### src/hw/pic_pkg.sv
// Shared constants and types of the priority interrupt controller.
package pic_pkg;

   // ****************************************************************
   // Sizes, bit positions and fixed byte values
   // ****************************************************************
   localparam int         PIC_NUM_LEVELS  = 8;
   localparam int         PIC_BIT_IW_FLAG = 4;
   localparam int         PIC_BIT_MODE    = 3;
   localparam int         PIC_BIT_END     = 5;
   localparam int         PIC_BIT_SPEC    = 6;
   localparam int         PIC_BIT_RD_ENA  = 1;
   localparam int         PIC_BIT_RD_SVC  = 0;
   localparam logic [7:0] PIC_CALL_OPCODE = 8'hcd;

   // ****************************************************************
   // Acknowledge pulse indices and values after reset
   // ****************************************************************
   localparam logic [1:0] PIC_ACK_FIRST = 2'h0;
   localparam logic [1:0] PIC_CALL_LAST = 2'h2;
   localparam logic [1:0] PIC_VEC_LAST  = 2'h1;
   localparam logic [7:0] PIC_BYTE_RST  = 8'h00;
   localparam logic [2:0] PIC_LVL_RST   = 3'h0;

   // Initialization sequence states.
   typedef enum logic [2:0]
   {
      PIC_ST_IDLE   = 3'b000,
      PIC_ST_SECOND = 3'b001,
      PIC_ST_THIRD  = 3'b010,
      PIC_ST_FOURTH = 3'b011,
      PIC_ST_READY  = 3'b100
   } pic_init_e;

   // Fields of the first initialization word, bit 4 left out.
   typedef struct packed
   {
      logic [2:0] addr_lo;
      logic       trigger_sel;
      logic       addr_gap_sel;
      logic       single;
      logic       need_fourth;
   } pic_first_s;

   // Fields of the fourth initialization word.
   typedef struct packed
   {
      logic ext_nest;
      logic buffered;
      logic buf_master;
      logic self_end;
      logic vector_mode;
   } pic_fourth_s;

   localparam pic_first_s  PIC_FIRST_RST  = '0;
   localparam pic_fourth_s PIC_FOURTH_RST = '0;

endpackage

### src/hw/pic_prio_res.sv
// Fixed priority resolver: level 0 highest, level 7 lowest.
`timescale 1ns/1ps

module pic_prio_res
   import pic_pkg::*;
(
   input  wire logic [7:0] i_req,
   input  wire logic [7:0] i_mask,
   input  wire logic [7:0] i_svc,
   output logic            o_valid,
   output logic      [2:0] o_level
);

   // ****************************************************************
   // Pick the best unmasked request, then block it behind service
   // ****************************************************************
   // Scanning downward lets the lowest index overwrite the others.
   always_comb
   begin
      o_valid = 1'b0;
      o_level = PIC_LVL_RST;
      for (int i = PIC_NUM_LEVELS - 1; i >= 0; i--)
      begin
         if (i_req[i] && !i_mask[i])
         begin
            o_valid = 1'b1;
            o_level = 3'(i);
         end
      end
      for (int i = 0; i < PIC_NUM_LEVELS; i++)
      begin
         if (i_svc[i] && (3'(i) <= o_level))
            o_valid = 1'b0;
      end
   end

endmodule

### src/hw/pic_req_sync.sv
// Request input synchronizers and edge or level request capture.
`timescale 1ns/1ps

module pic_req_sync
   import pic_pkg::*;
(
   input  wire logic       i_clk,
   input  wire logic       i_rst,
   input  wire logic [7:0] i_req_async,
   input  wire logic       i_level_mode,
   input  wire logic [7:0] i_clr,
   input  wire logic       i_init,
   output logic      [7:0] o_req
);

   // ****************************************************************
   // One synchronizer and capture stage per level
   // ****************************************************************
   genvar g;
   for (g = 0; g < PIC_NUM_LEVELS; g++)
   begin : g_lvl
      logic meta;
      logic sync;
      logic prev;
      logic edge_seen;

      // Two stages before anything looks at the line; only sync is used.
      always_ff @(posedge i_clk or posedge i_rst)
      begin
         if (i_rst)
         begin
            meta <= 1'b0;
            sync <= 1'b0;
            prev <= 1'b0;
         end
         else
         begin
            meta <= i_req_async[g];
            sync <= meta;
            prev <= sync;
         end
      end

      // A rising edge wins over a clear in the same cycle, so it is never lost.
      always_ff @(posedge i_clk or posedge i_rst)
      begin
         if (i_rst)
            edge_seen <= 1'b0;
         else if (sync && !prev)
            edge_seen <= 1'b1;
         else if (i_clr[g] || i_init)
            edge_seen <= 1'b0;
      end

      // Level mode follows the line; edge mode holds the captured edge.
      assign o_req[g] = i_level_mode ? sync : edge_seen;
   end

endmodule

### src/hw/pic_top.sv
// Eight level priority interrupt controller with host port and acknowledge sequencer.
`timescale 1ns/1ps

// Functional notes
// Eight request inputs, each edge or level triggered by the first word.
// An accepted request drives the interrupt output high.
// A host write holds the interrupt output low while the strobe is low.
// The host gives three acknowledge pulses in call mode, two in vector mode.
// Acknowledge pulses carry a three byte call or one vector byte.
// Unbuffered: shared pin input, low means slave; ignored when single.
// Buffered: shared pin is a direction output, low while data bus drives.
// Cascade pins output in master mode, input in slave mode, values 0 to 7.
// In single mode cascade pins are outputs with meaningless values.
// Call mode sends the call opcode first, then two address bytes.
// Call mode sends low address byte second and high byte third.
// Software gives upper 11 address bits; the device adds level bits.
// Gap bit set: low byte is programmed 7..5, level 4..2, zero 1..0.
// Gap bit clear: programmed 7..6, level 5..3, zero 2..0.
// Vector byte is programmed upper five bits over the level number.
// Vector mode: first pulse internal only; second sends vector, sets service.
// Call mode sets the service bit on the pulse with the high byte.
// Interrupt only for the highest unmasked request above any in service.
// A peripheral holds its request high until the first acknowledge pulse.
// An end of interrupt command clears that level's service bit.
// Fourth word vector bit: zero call mode, one vector mode.
// Software writes the initialization words in order, at least once.
// After initialization the command words are taken any time, any order.
// A masked request is never accepted.
// A slave answers only when the cascade address equals its number.
// Trigger bit one selects level, zero selects rising edge.
// Each request passes a two stage synchronizer before detection.
// Data bus driven only in a selected read or the acknowledge answer.
// A master leaves the data bus to the slave owning the level.
module pic_top
   import pic_pkg::*;
(
   input  wire logic       I_CLK_SYS,
   input  wire logic       I_RST,
   input  wire logic       I_CS_N,
   input  wire logic       I_RD_N,
   input  wire logic       I_WR_N,
   input  wire logic       I_A0,
   input  wire logic [7:0] I_DATA,
   output logic      [7:0] O_DATA,
   output logic            O_DATA_OE_N,
   input  wire logic [7:0] I_PERIPH_REQ_IN,
   output logic            O_INT_REQ,
   input  wire logic       I_ACK_N,
   input  wire logic       I_SLAVE_SEL_N,
   output logic            O_XCVR_DIR_N,
   output logic            O_SEL_PIN_OE_N,
   input  wire logic [2:0] I_CASCADE_ADDR,
   output logic      [2:0] O_CASCADE_ADDR,
   output logic            O_CASCADE_OE_N
);

   // ****************************************************************
   // State and decode
   // ****************************************************************
   pic_init_e   init_state;
   pic_first_s  init_word_first;
   logic [7:0]  init_word_second;
   logic [7:0]  init_word_third;
   pic_fourth_s init_word_fourth;
   logic [7:0]  mask_bits;
   logic [7:0]  in_service_bits;
   logic [7:0]  request_bits;
   logic        rd_svc_sel;
   logic        wr_seen;
   logic        ack_prev;
   logic [1:0]  ack_cnt;
   logic [2:0]  ack_level;
   logic        sel_valid;
   logic [2:0]  sel_level;
   logic        wr_active;
   logic        wr_take;
   logic        rd_active;
   logic        is_first;
   logic        is_later;
   logic        is_prio_end;
   logic        is_mode_cmd;
   logic        ready;
   logic        single;
   logic        master;
   logic        master_cas;
   logic        slave_cas;
   logic        ack_fall;
   logic        ack_rise;
   logic [1:0]  ack_last;
   logic [2:0]  cur_level;
   logic        responder;
   logic        ack_drive;
   logic [7:0]  call_low;
   logic [7:0]  ack_byte;
   logic [7:0]  rd_byte;
   logic [7:0]  req_clr;
   logic [7:0]  svc_set;
   logic [7:0]  svc_clr;
   logic        next_oe;

   // Host strobes; both strobes low together is the disabled case.
   assign wr_active = !I_CS_N && !I_WR_N && I_RD_N;
   assign rd_active = !I_CS_N && !I_RD_N && I_WR_N;
   assign wr_take   = wr_active && !wr_seen;
   assign ready     = (init_state == PIC_ST_READY);
   assign is_first  = wr_take && !I_A0 && I_DATA[PIC_BIT_IW_FLAG];
   assign is_later  = wr_take && I_A0;
   assign is_prio_end = wr_take && !I_A0 && !I_DATA[PIC_BIT_IW_FLAG] && ready
                        && !I_DATA[PIC_BIT_MODE];
   assign is_mode_cmd = wr_take && !I_A0 && !I_DATA[PIC_BIT_IW_FLAG] && ready
                        && I_DATA[PIC_BIT_MODE];

   // Cascade role; the shared pin only counts when cascaded and unbuffered.
   assign single     = init_word_first.single;
   assign master     = init_word_fourth.buffered ? init_word_fourth.buf_master
                                                 : I_SLAVE_SEL_N;
   assign master_cas = !single && master;
   assign slave_cas  = !single && !master;

   // ****************************************************************
   // Request capture and priority
   // ****************************************************************
   pic_req_sync u_req_sync
   (
      .i_clk        (I_CLK_SYS),
      .i_rst        (I_RST),
      .i_req_async  (I_PERIPH_REQ_IN),
      .i_level_mode (init_word_first.trigger_sel),
      .i_clr        (req_clr),
      .i_init       (is_first),
      .o_req        (request_bits)
   );

   pic_prio_res u_prio_res
   (
      .i_req   (request_bits),
      .i_mask  (mask_bits),
      .i_svc   (in_service_bits),
      .o_valid (sel_valid),
      .o_level (sel_level)
   );

   // ****************************************************************
   // Initialization sequence and command words
   // ****************************************************************
   // The first word may restart the sequence at any time.
   always_ff @(posedge I_CLK_SYS or posedge I_RST)
   begin
      if (I_RST)
         init_state <= PIC_ST_IDLE;
      else if (is_first)
         init_state <= PIC_ST_SECOND;
      else if (is_later)
      begin
         case (init_state)
            PIC_ST_SECOND: init_state <= !single ? PIC_ST_THIRD :
                                         init_word_first.need_fourth ? PIC_ST_FOURTH :
                                         PIC_ST_READY;
            PIC_ST_THIRD:  init_state <= init_word_first.need_fourth ? PIC_ST_FOURTH :
                                         PIC_ST_READY;
            PIC_ST_FOURTH: init_state <= PIC_ST_READY;
            default:       init_state <= init_state;
         endcase
      end
   end

   // Initialization words land only in their own slot of the sequence.
   always_ff @(posedge I_CLK_SYS or posedge I_RST)
   begin
      if (I_RST)
      begin
         init_word_first  <= PIC_FIRST_RST;
         init_word_second <= PIC_BYTE_RST;
         init_word_third  <= PIC_BYTE_RST;
         init_word_fourth <= PIC_FOURTH_RST;
      end
      else if (is_first)
      begin
         init_word_first  <= {I_DATA[7:5], I_DATA[3:0]};
         init_word_fourth <= PIC_FOURTH_RST;
      end
      else if (is_later && init_state == PIC_ST_SECOND)
         init_word_second <= I_DATA;
      else if (is_later && init_state == PIC_ST_THIRD)
         init_word_third <= I_DATA;
      else if (is_later && init_state == PIC_ST_FOURTH)
         init_word_fourth <= I_DATA[4:0];
   end

   // Mask, read select and write edge tracking.
   always_ff @(posedge I_CLK_SYS or posedge I_RST)
   begin
      if (I_RST)
      begin
         mask_bits  <= PIC_BYTE_RST;
         rd_svc_sel <= 1'b0;
         wr_seen    <= 1'b0;
      end
      else
      begin
         wr_seen <= wr_active;
         if (is_first)
         begin
            mask_bits  <= PIC_BYTE_RST;
            rd_svc_sel <= 1'b0;
         end
         else
         begin
            if (is_later && ready)
               mask_bits <= I_DATA;
            if (is_mode_cmd && I_DATA[PIC_BIT_RD_ENA])
               rd_svc_sel <= I_DATA[PIC_BIT_RD_SVC];
         end
      end
   end

   // ****************************************************************
   // Acknowledge sequencer
   // ****************************************************************
   assign ack_fall  = !I_ACK_N && ack_prev;
   assign ack_rise  = I_ACK_N && !ack_prev;
   assign ack_last  = init_word_fourth.vector_mode ? PIC_VEC_LAST : PIC_CALL_LAST;
   // Once the first pulse has fallen the latched level rules, since the winner may move.
   assign cur_level = (ack_cnt == PIC_ACK_FIRST && ack_prev) ? sel_level : ack_level;
   assign req_clr   = (ack_fall && ack_cnt == PIC_ACK_FIRST) ? (8'h01 << sel_level)
                                                              : 8'h00;
   assign svc_set   = (ack_fall && ack_cnt == ack_last) ? (8'h01 << ack_level)
                                                         : 8'h00;

   // The pulse index advances as each pulse ends, so a byte holds for the pulse.
   always_ff @(posedge I_CLK_SYS or posedge I_RST)
   begin
      if (I_RST)
      begin
         ack_prev  <= 1'b1;
         ack_cnt   <= PIC_ACK_FIRST;
         ack_level <= PIC_LVL_RST;
      end
      else
      begin
         ack_prev <= I_ACK_N;
         if (ack_fall && ack_cnt == PIC_ACK_FIRST)
            ack_level <= sel_level;
         if (is_first)
            ack_cnt <= PIC_ACK_FIRST;
         else if (ack_rise)
            ack_cnt <= (ack_cnt == ack_last) ? PIC_ACK_FIRST : 2'(ack_cnt + 2'h1);
      end
   end

   // Specific end clears the named level, otherwise the highest one in service.
   always_comb
   begin
      svc_clr = 8'h00;
      if (is_prio_end && I_DATA[PIC_BIT_END])
      begin
         if (I_DATA[PIC_BIT_SPEC])
            svc_clr = 8'h01 << I_DATA[2:0];
         else
            svc_clr = in_service_bits & ~(in_service_bits - 8'h01);
      end
      if (ack_rise && ack_cnt == ack_last && init_word_fourth.self_end)
         svc_clr = svc_clr | (8'h01 << ack_level);
   end

   // A set in the same cycle as a clear wins.
   always_ff @(posedge I_CLK_SYS or posedge I_RST)
   begin
      if (I_RST)
         in_service_bits <= PIC_BYTE_RST;
      else if (is_first)
         in_service_bits <= PIC_BYTE_RST;
      else
         in_service_bits <= (in_service_bits & ~svc_clr) | svc_set;
   end

   // ****************************************************************
   // Data bus, direction pin and cascade pins
   // ****************************************************************
   // Eight byte spacing drops programmed bit 5 in favour of the level.
   assign call_low = init_word_first.addr_gap_sel
                     ? {init_word_first.addr_lo, cur_level, 2'b00}
                     : {init_word_first.addr_lo[2:1], cur_level, 3'b000};

   always_comb
   begin
      ack_byte = PIC_CALL_OPCODE;
      if (init_word_fourth.vector_mode)
         ack_byte = {init_word_second[7:3], cur_level};
      else if (ack_cnt == 2'h1)
         ack_byte = call_low;
      else if (ack_cnt == PIC_CALL_LAST)
         ack_byte = init_word_second;
   end

   // Only the controller that owns the level answers the pulse.
   assign responder = single
                      || (master_cas && !init_word_third[cur_level])
                      || (slave_cas && I_CASCADE_ADDR == init_word_third[2:0]);
   assign ack_drive = ready && !I_ACK_N && responder
                      && !(init_word_fourth.vector_mode && ack_cnt == PIC_ACK_FIRST);
   assign rd_byte   = I_A0 ? mask_bits : (rd_svc_sel ? in_service_bits : request_bits);
   assign next_oe   = ack_drive || rd_active;

   // All pins are registered; they trail the strobes by one clock.
   always_ff @(posedge I_CLK_SYS or posedge I_RST)
   begin
      if (I_RST)
      begin
         O_DATA         <= PIC_BYTE_RST;
         O_DATA_OE_N    <= 1'b1;
         O_XCVR_DIR_N   <= 1'b1;
         O_SEL_PIN_OE_N <= 1'b1;
         O_CASCADE_ADDR <= PIC_LVL_RST;
         O_CASCADE_OE_N <= 1'b0;
         O_INT_REQ      <= 1'b0;
      end
      else
      begin
         O_DATA         <= ack_drive ? ack_byte : rd_byte;
         O_DATA_OE_N    <= !next_oe;
         O_XCVR_DIR_N   <= !next_oe;
         O_SEL_PIN_OE_N <= !init_word_fourth.buffered;
         O_CASCADE_ADDR <= cur_level;
         O_CASCADE_OE_N <= slave_cas;
         O_INT_REQ      <= ready && sel_valid && ack_cnt == PIC_ACK_FIRST
                           && !wr_active;
      end
   end
endmodule

### config.mk
export PLATFORM = sky130hd
export DESIGN_NAME = pic_top
export DESIGN_NICKNAME = d
export VERILOG_FILES = /design/src/hw/pic_pkg.sv /design/src/hw/pic_prio_res.sv /design/src/hw/pic_req_sync.sv /design/src/hw/pic_top.sv
export SDC_FILE = /design/constraint.sdc
export NUM_CORES = 1
export LEC_CHECK = 0
export BUFFER_PORTS_ARGS = -buffer_cell sky130_fd_sc_hd__buf_2
export CAP_MARGIN = 20
export CORE_AREA = 2 2 132 134
export DETAILED_ROUTE_END_ITERATION = 16
export DIE_AREA = 0 0 134 136
export GPL_TIMING_DRIVEN = 0
export PLACE_DENSITY = 0.46
export SLEW_MARGIN = 20
export SYNTH_ARGS = -nofsm -noshare
export SYNTH_HDL_FRONTEND = slang
export SYNTH_SLANG_ARGS = --single-unit
### constraint.sdc
create_clock -name I_CLK_SYS -period 4 [get_ports I_CLK_SYS]
set_input_delay 0.4 -clock I_CLK_SYS [delete_from_list [all_inputs] [get_ports I_CLK_SYS]]
set_output_delay 0.4 -clock I_CLK_SYS [all_outputs]
set_load 0.02 [all_outputs]
==> results of run 1 <==
## layout make-up
type / count / area share (%)
flip-flops and latches: 101 / 43.8
clock buffers: 11 / 4.20
clock inverters: 5 / 1.15
inverters: 27 / 1.84
repair buffers: 42 / 4.07
well taps: 225 / 4.88
plain buffers: 22 / 2.12
multi-input cells: 328 / 37.9
## through the flow
step	power, W	TNS, ps	hold WS (ps)	setup WS [ps]	instances
floorplan	0.00213	0	331	958	478
global placement	0.00242	-34850	333	-364	743
detailed placement	0.00244	0	335	596	745
CTS	0.00337	0	44.0	562	761
global route	0.00353	0	59.4	361	761
finish	0.00333	0	40.1	599	761
## logic make-up (layout without fill, tap and decap cells)
family / Yosys count / in the layout / synth area share (%)
AND/OR/NAND/NOR: 158 / 158 / 15.7
AO/OA/AOI/OAI: 117 / 117 / 16.6
flip-flops: 101 / 101 / 51.3
buffers and inverters: 49 / 107 / 4.54
multiplexers: 47 / 47 / 10.6
adder cells (fa/ha/maj): 3 / 3 / 0.760
XOR/XNOR: 3 / 3 / 0.532
## cell usage in the layout, fill, tap and decap left out, types with 6 or more instances in the layout
master and instances:
a31oi_1 6, o22ai_1 8, nand3_1 13, o211ai_1 8, inv_1 26, nor2_1 40, nand2_1 56, o21ai_0 35
dfrtp_1 98, mux2i_1 26, buf_2 40, clkbuf_16 9, mux2_2 15, nor2b_1 8, a21oi_1 24, clkbuf_1 18
a211oi_1 8, nand2b_1 7
## routing by layer
metal / up-vias / GRT usage (%) / share of wire (%)
li1: 1797 / - / -
met4: 0 / 6.15 / 1.9
met1: 1816 / 20.3 / 47
met5: - / 0 / 0
met3: 18 / 2.61 / 4.2
met2: 89 / 25.6 / 47
## where the power goes
group	switching [W]	total (W)	internal (W)
combinational	0.000610	0.00101	0.000403
clock	0.000404	0.000914	0.000510
sequential	0.000168	0.00140	0.00123
## critical path, cell delays in order, from the launching register on
cell	delay, ps
dfrtp_1	340
buf_6	170
mux2i_1	440
o22ai_2	200
nand2b_1	230
a211oi_2	480
mux2i_1	390
a311oi_4	690
mux2_4	350
## final timing paths
check	cells after the start	slack, ps	from	endpoint
min	2	40	I_RST	u_req_sync.g_lvl[4].meta
max	8	600	init_word_first[3]	O_DATA[5]
min in group I_CLK_SYS	1	140	I_PERIPH_REQ_IN[0]	u_req_sync.g_lvl[0].meta
max in group asynchronous	3	3280	I_RST	O_XCVR_DIR_N
min reg2reg	0	350	u_req_sync.g_lvl[5].meta	u_req_sync.g_lvl[5].sync
max reg2reg	8	600	init_word_first[3]	O_DATA[5]
## state kept, by name (all words and copies together) (netlist names), 4 cells and up
name and count:
mask_bits 8, O_DATA 8, init_word_third 8, init_word_first 6, u_req_sync.g_lvl.edge_seen 8, init_word_fourth 4, u_req_sync.g_lvl.sync 8, in_service_bits 8
init_word_second 8, u_req_sync.g_lvl.meta 8, u_req_sync.g_lvl.prev 8
==> flow_summary.toml, run 1 <==
[sta]
clock_skew_ps = 11.3
fmax_mhz = 294
slew_headroom_pct = 42.7
fin_crit_ps = 3400
drv_slew = 0
setup_viol = 0
fin_crit_sh_pct = 85.0
grt_setup_unrepaired = "false"
tightest_slew_ps = 856
hold_violations = 0

[yosys]
yosys_warnings = 0
synth_cells = 478
synth_edf_count = 0
ys_async_sr_fraction_pct = 100
synth_area_um2 = 4940
synth_top_cell_area_share_pct = 49.7
yosysTopAreaCell = "dfrtp_1"
synth_area_leaders = "dfrtp_1 50%, mux2i_1 5.3%, nand2_1 4.3%, o21ai_0 3.5%, mux2_2 3.4%"
ys_seq_area_share_pct = 51.3
avgSynthCellArea_um2 = 10.3
synth_common_cells = "98 x dfrtp_1, 56 x nand2_1, 40 x nor2_1"
synth_most_common_cell = "dfrtp_1"
synth_fp_nets = 508
synth_cell_type_count = 65
ys_ff_latch = 101
synth_top_flop_cell = "dfrtp_1"

[floorplanning]
die_y_um = 136
core_um2 = 16900
die_width_um = 134
initial_core_util_pct = 29.3
fp-row-count = 48
io_pins = 43
die_area_um2 = 18200

[status]
status = "finished clean"

[cts]
cts_sinks = 101
cts_buffer_depth = 2
cts_root_buf = "clkbuf_16"
cts_resized = 0
ctsHoldBuffers = 0
clk_pin_slew_worst_paths_ps = 70
cts_setup_buffers = 0
cts_buffers = 9
cts_max_level = 3
cts_tree = "built"
insertion_delay_ps = 360

[run]
drv_cap = 0

[pwr]
leakage_nw = 2.57
powerDensity_nw_per_um2 = 577
irDropWorstVdd_mv = 0.204

[layout]
n_antenna_cell = 0
fill_cells = 1719
final_area_um2 = 5770
multi_input_area_um2 = 2190
fin_nets = 561
seq_area_um2 = 2530
drive_gt1_share_pct = 20.5
finalCoreUtilization_pct = 34.2
synthToLayoutAreaGrowth_pct = 17.0

[placement]
port_buffers = 40
place_congestion = 0.832
dpl.hpwl_um = 9880
placed_area_um2 = 5470

[route]
post_drt_wl_per_cell_um = 17.5
drt_iter0_markers = 215
dr.pass1.iters = 5
drc = 0
wirelength_um = 13300
vias = 3720
drt-vias-per-instance = 4.89
ant_nets = 0

[worst_setup_path]
worstPathRequired_ps = 4250
start_kind = "flop"
crit_path_end_kind = "flop"
critPathMaxFanout = 9
critPathKind = "reg -> reg"
arrival_ps = 3650

[global_routing]
grt.total_usage_pct = 15.5
globalRouteOverflowTotal = 0
grt_pass1_wl_um = 21200
first_global_vias = 3628
antenna_found_initial = 0
grt_max_degree = 62

[hold_path]
worstHoldPathType = "in -> async"
No activity file was read; power rests on OpenSTA's default activity.
==> inputs of run 2 (changes only) <==
--- a/config.mk
+++ b/config.mk
@@ -7,12 +7,11 @@
 export LEC_CHECK = 0
 export BUFFER_PORTS_ARGS = -buffer_cell sky130_fd_sc_hd__buf_2
 export CAP_MARGIN = 20
-export CORE_AREA = 2 2 132 134
+export CORE_AREA = 2 2 139 127
 export DETAILED_ROUTE_END_ITERATION = 16
-export DIE_AREA = 0 0 134 136
+export DIE_AREA = 0 0 141 129
 export GPL_TIMING_DRIVEN = 0
 export PLACE_DENSITY = 0.46
-export SLEW_MARGIN = 20
 export SYNTH_ARGS = -nofsm -noshare
 export SYNTH_HDL_FRONTEND = slang
 export SYNTH_SLANG_ARGS = --single-unit
==> run 2 against run 1 <==
Hold slack gained 79 ps. Core utilization about the same. Register-to-register slack got worse by 80 ps. Combinational power about the same. Clock skew is 1.1 ps lower. Critical path depth did not move. Non-clock buffer count did not move. Via count down 0.22%. First-iteration DRC count up 34%. Die area decreased by 0.19%. Critical path type unchanged. Largest cell class unchanged.
==> flow_summary.toml, run 2 (same netlist as run 1, synthesis figures left out) <==
[cts]
cts_root_buf = "clkbuf_16"
cts_setup_buffers = 0
cts_tree = "built"
cts_resized = 0
clk_pin_slew_worst_paths_ps = 70
ctsHoldBuffers = 0
cts_buffer_depth = 2
cts_sinks = 101
insertion_delay_ps = 360
cts_buffers = 9
cts_max_level = 3

[layout]
n_antenna_cell = 0
synthToLayoutAreaGrowth_pct = 16.0
fin_nets = 561
layout_common_cells = "98 x dfrtp_1, 56 x nand2_1, 40 x nor2_1, 40 x buf_2, 35 x o21ai_0"
fill_cells = 1679
multi_input_area_um2 = 2190
final_common_cell = "dfrtp_1"
seq_area_um2 = 2530
drive_gt1_share_pct = 20.7

[worst_setup_path]
startpoint = "init_word_first[3]"
r2r-end = "O_DATA[4]"
critPathMaxFanout = 9
r2r.worst_path.cells = 8
arrival_ps = 3720
crit_path_end_kind = "flop"
cp.depth = 8
worstPathRequired_ps = 4240
cpMostUsedCell = "mux2i_1"
critPathKind = "reg -> reg"
crit_slowest_cell = "a311oi_4"
endpoint = "O_DATA[4]"
path_cells = "buf_6, mux2i_1, o22ai_2, nand2b_1, a211oi_2, mux2i_1, a311oi_4, mux2_4"
start_kind = "flop"
critPathBufInv = 1
r2r_setup_slack_ps = 520
timing.rr.start = "init_word_first[3]"
cpPeakStageDelay_ps = 700
crit_family = "compound AO/OA/AOI/OAI gates"

[pwr]
clkPwrFrac_pct = 25.9
leakage_nw = 2.56
p_seq_share_pct = 43.1
internal-power_w = 0.00207
p_comb_share_pct = 31.0
switchingPower_w = 0.00120
powerDensity_nw_per_um2 = 570
irDropWorstVdd_mv = 0.208
p_sw_share_pct = 36.7

[route]
drt_iter0_markers = 288
drc = 0
wirelength_um = 13100
dr.pass1.iters = 7
drt-vias-per-instance = 4.97
post_drt_wl_per_cell_um = 17.5
vias = 3712
ant_nets = 0

[global_routing]
grt.total_usage_pct = 15.4
globalRouteOverflowTotal = 0
first_global_vias = 3729
grt_pass1_wl_um = 21100
antenna_found_initial = 0
grt_max_degree = 57

[sta]
fin_crit_ps = 3480
drv_slew = 0
tightest_slew_ps = 782
slew_headroom_pct = 47.7
hold_violations = 0
setup_viol = 0
grt_setup_unrepaired = "false"
fmax_mhz = 287
whs_ps = 119
clock_skew_ps = 10.2
setup-tns-final_ps = 0
fin_crit_sh_pct = 87.0

[floorplanning]
io_pins = 43
die_width_um = 141
fp-row-count = 45
initial_core_util_pct = 29.5
die_area_um2 = 18200
die_y_um = 129
core_um2 = 16700

[placement]
dpl.hpwl_um = 9830
port_buffers = 40
place_congestion = 0.848

[status]
status = "finished clean"

[hold_path]
worstHoldPathType = "in -> async"

[run]
drv_cap = 0
## run 2: cell count changes in the layout (fill, tap and decap cells not counted), sizes merged
cell	change
clkinvlp	+1
bufinv	-1
clkinv	+1
clkbuf	-2
inv	+1
## run 2: metal layers
metal / share of wire (%) / vias up / global-route usage, %
met5: 0 / - / 0
met4: 1.1 / 0 / 4.65
met3: 4.7 / 12 / 3.50
met2: 45 / 90 / 24.2
met1: 49 / 1813 / 21.3
li1: - / 1797 / -
## run 2: how the worst min path moves through the flow
| stage | from | end | depth (start not counted) |
|---|---|---|---|
| 2_1_floorplan | u_req_sync.g_lvl[0].meta | u_req_sync.g_lvl[0].sync | 0 |
| 3_3_place_gp | u_req_sync.g_lvl[1].meta | u_req_sync.g_lvl[1].sync | 0 |
| 3_5_place_dp | u_req_sync.g_lvl[7].meta | u_req_sync.g_lvl[7].sync | 0 |
| 4_1_cts | I_PERIPH_REQ_IN[5] | u_req_sync.g_lvl[5].meta | 1 |
| 5_1_grt | I_PERIPH_REQ_IN[4] | u_req_sync.g_lvl[4].meta | 1 |
| 6_report | I_RST | u_req_sync.g_lvl[2].meta | 2 |
## run 2: area by class of cell
class | instances | area share (%)
inverters | 27 | 1.81
clock buffers | 9 | 3.93
well taps | 211 | 4.61
flip-flops and latches | 101 | 44.2
clock inverters | 7 | 1.00
repair buffers | 42 | 4.11
multi-input cells | 328 | 38.2
plain buffers | 22 | 2.14
## run 2: stage by stage
stage                     instances  utilization [%]  worst slack [ps]  area (µm²)  total power [W]
after detailed placement        731             32.6               572        5450          0.00244
after floorplan                 478                -               958        4940          0.00213
after global routing            747             34.3               337        5730          0.00349
after CTS                       747             34.3               569        5730          0.00331
after global placement          729             32.3              -374        5400          0.00241
final                           747             34.3               520        5730          0.00327
## run 2: worst register-to-register path, stage by stage (launching register included)
cell and delay [ps]:
dfrtp_1 350, buf_6 170, mux2i_1 480, o22ai_2 200
nand2b_1 230, a211oi_2 500, mux2i_1 380, a311oi_4 700
mux2_4 360
## run 2: power groups by stage
| stage | sequential [W] | combinational [W] | clock (W) |
|---|---|---|---|
| after floorplan | 0.00142 | 0.000712 | 0 |
| after global placement | 0.00142 | 0.000993 | 0 |
| after detailed placement | 0.00143 | 0.00101 | 0 |
| after CTS | 0.00141 | 0.00102 | 0.000879 |
| after global routing | 0.00144 | 0.00112 | 0.000923 |
| final | 0.00141 | 0.00101 | 0.000847 |
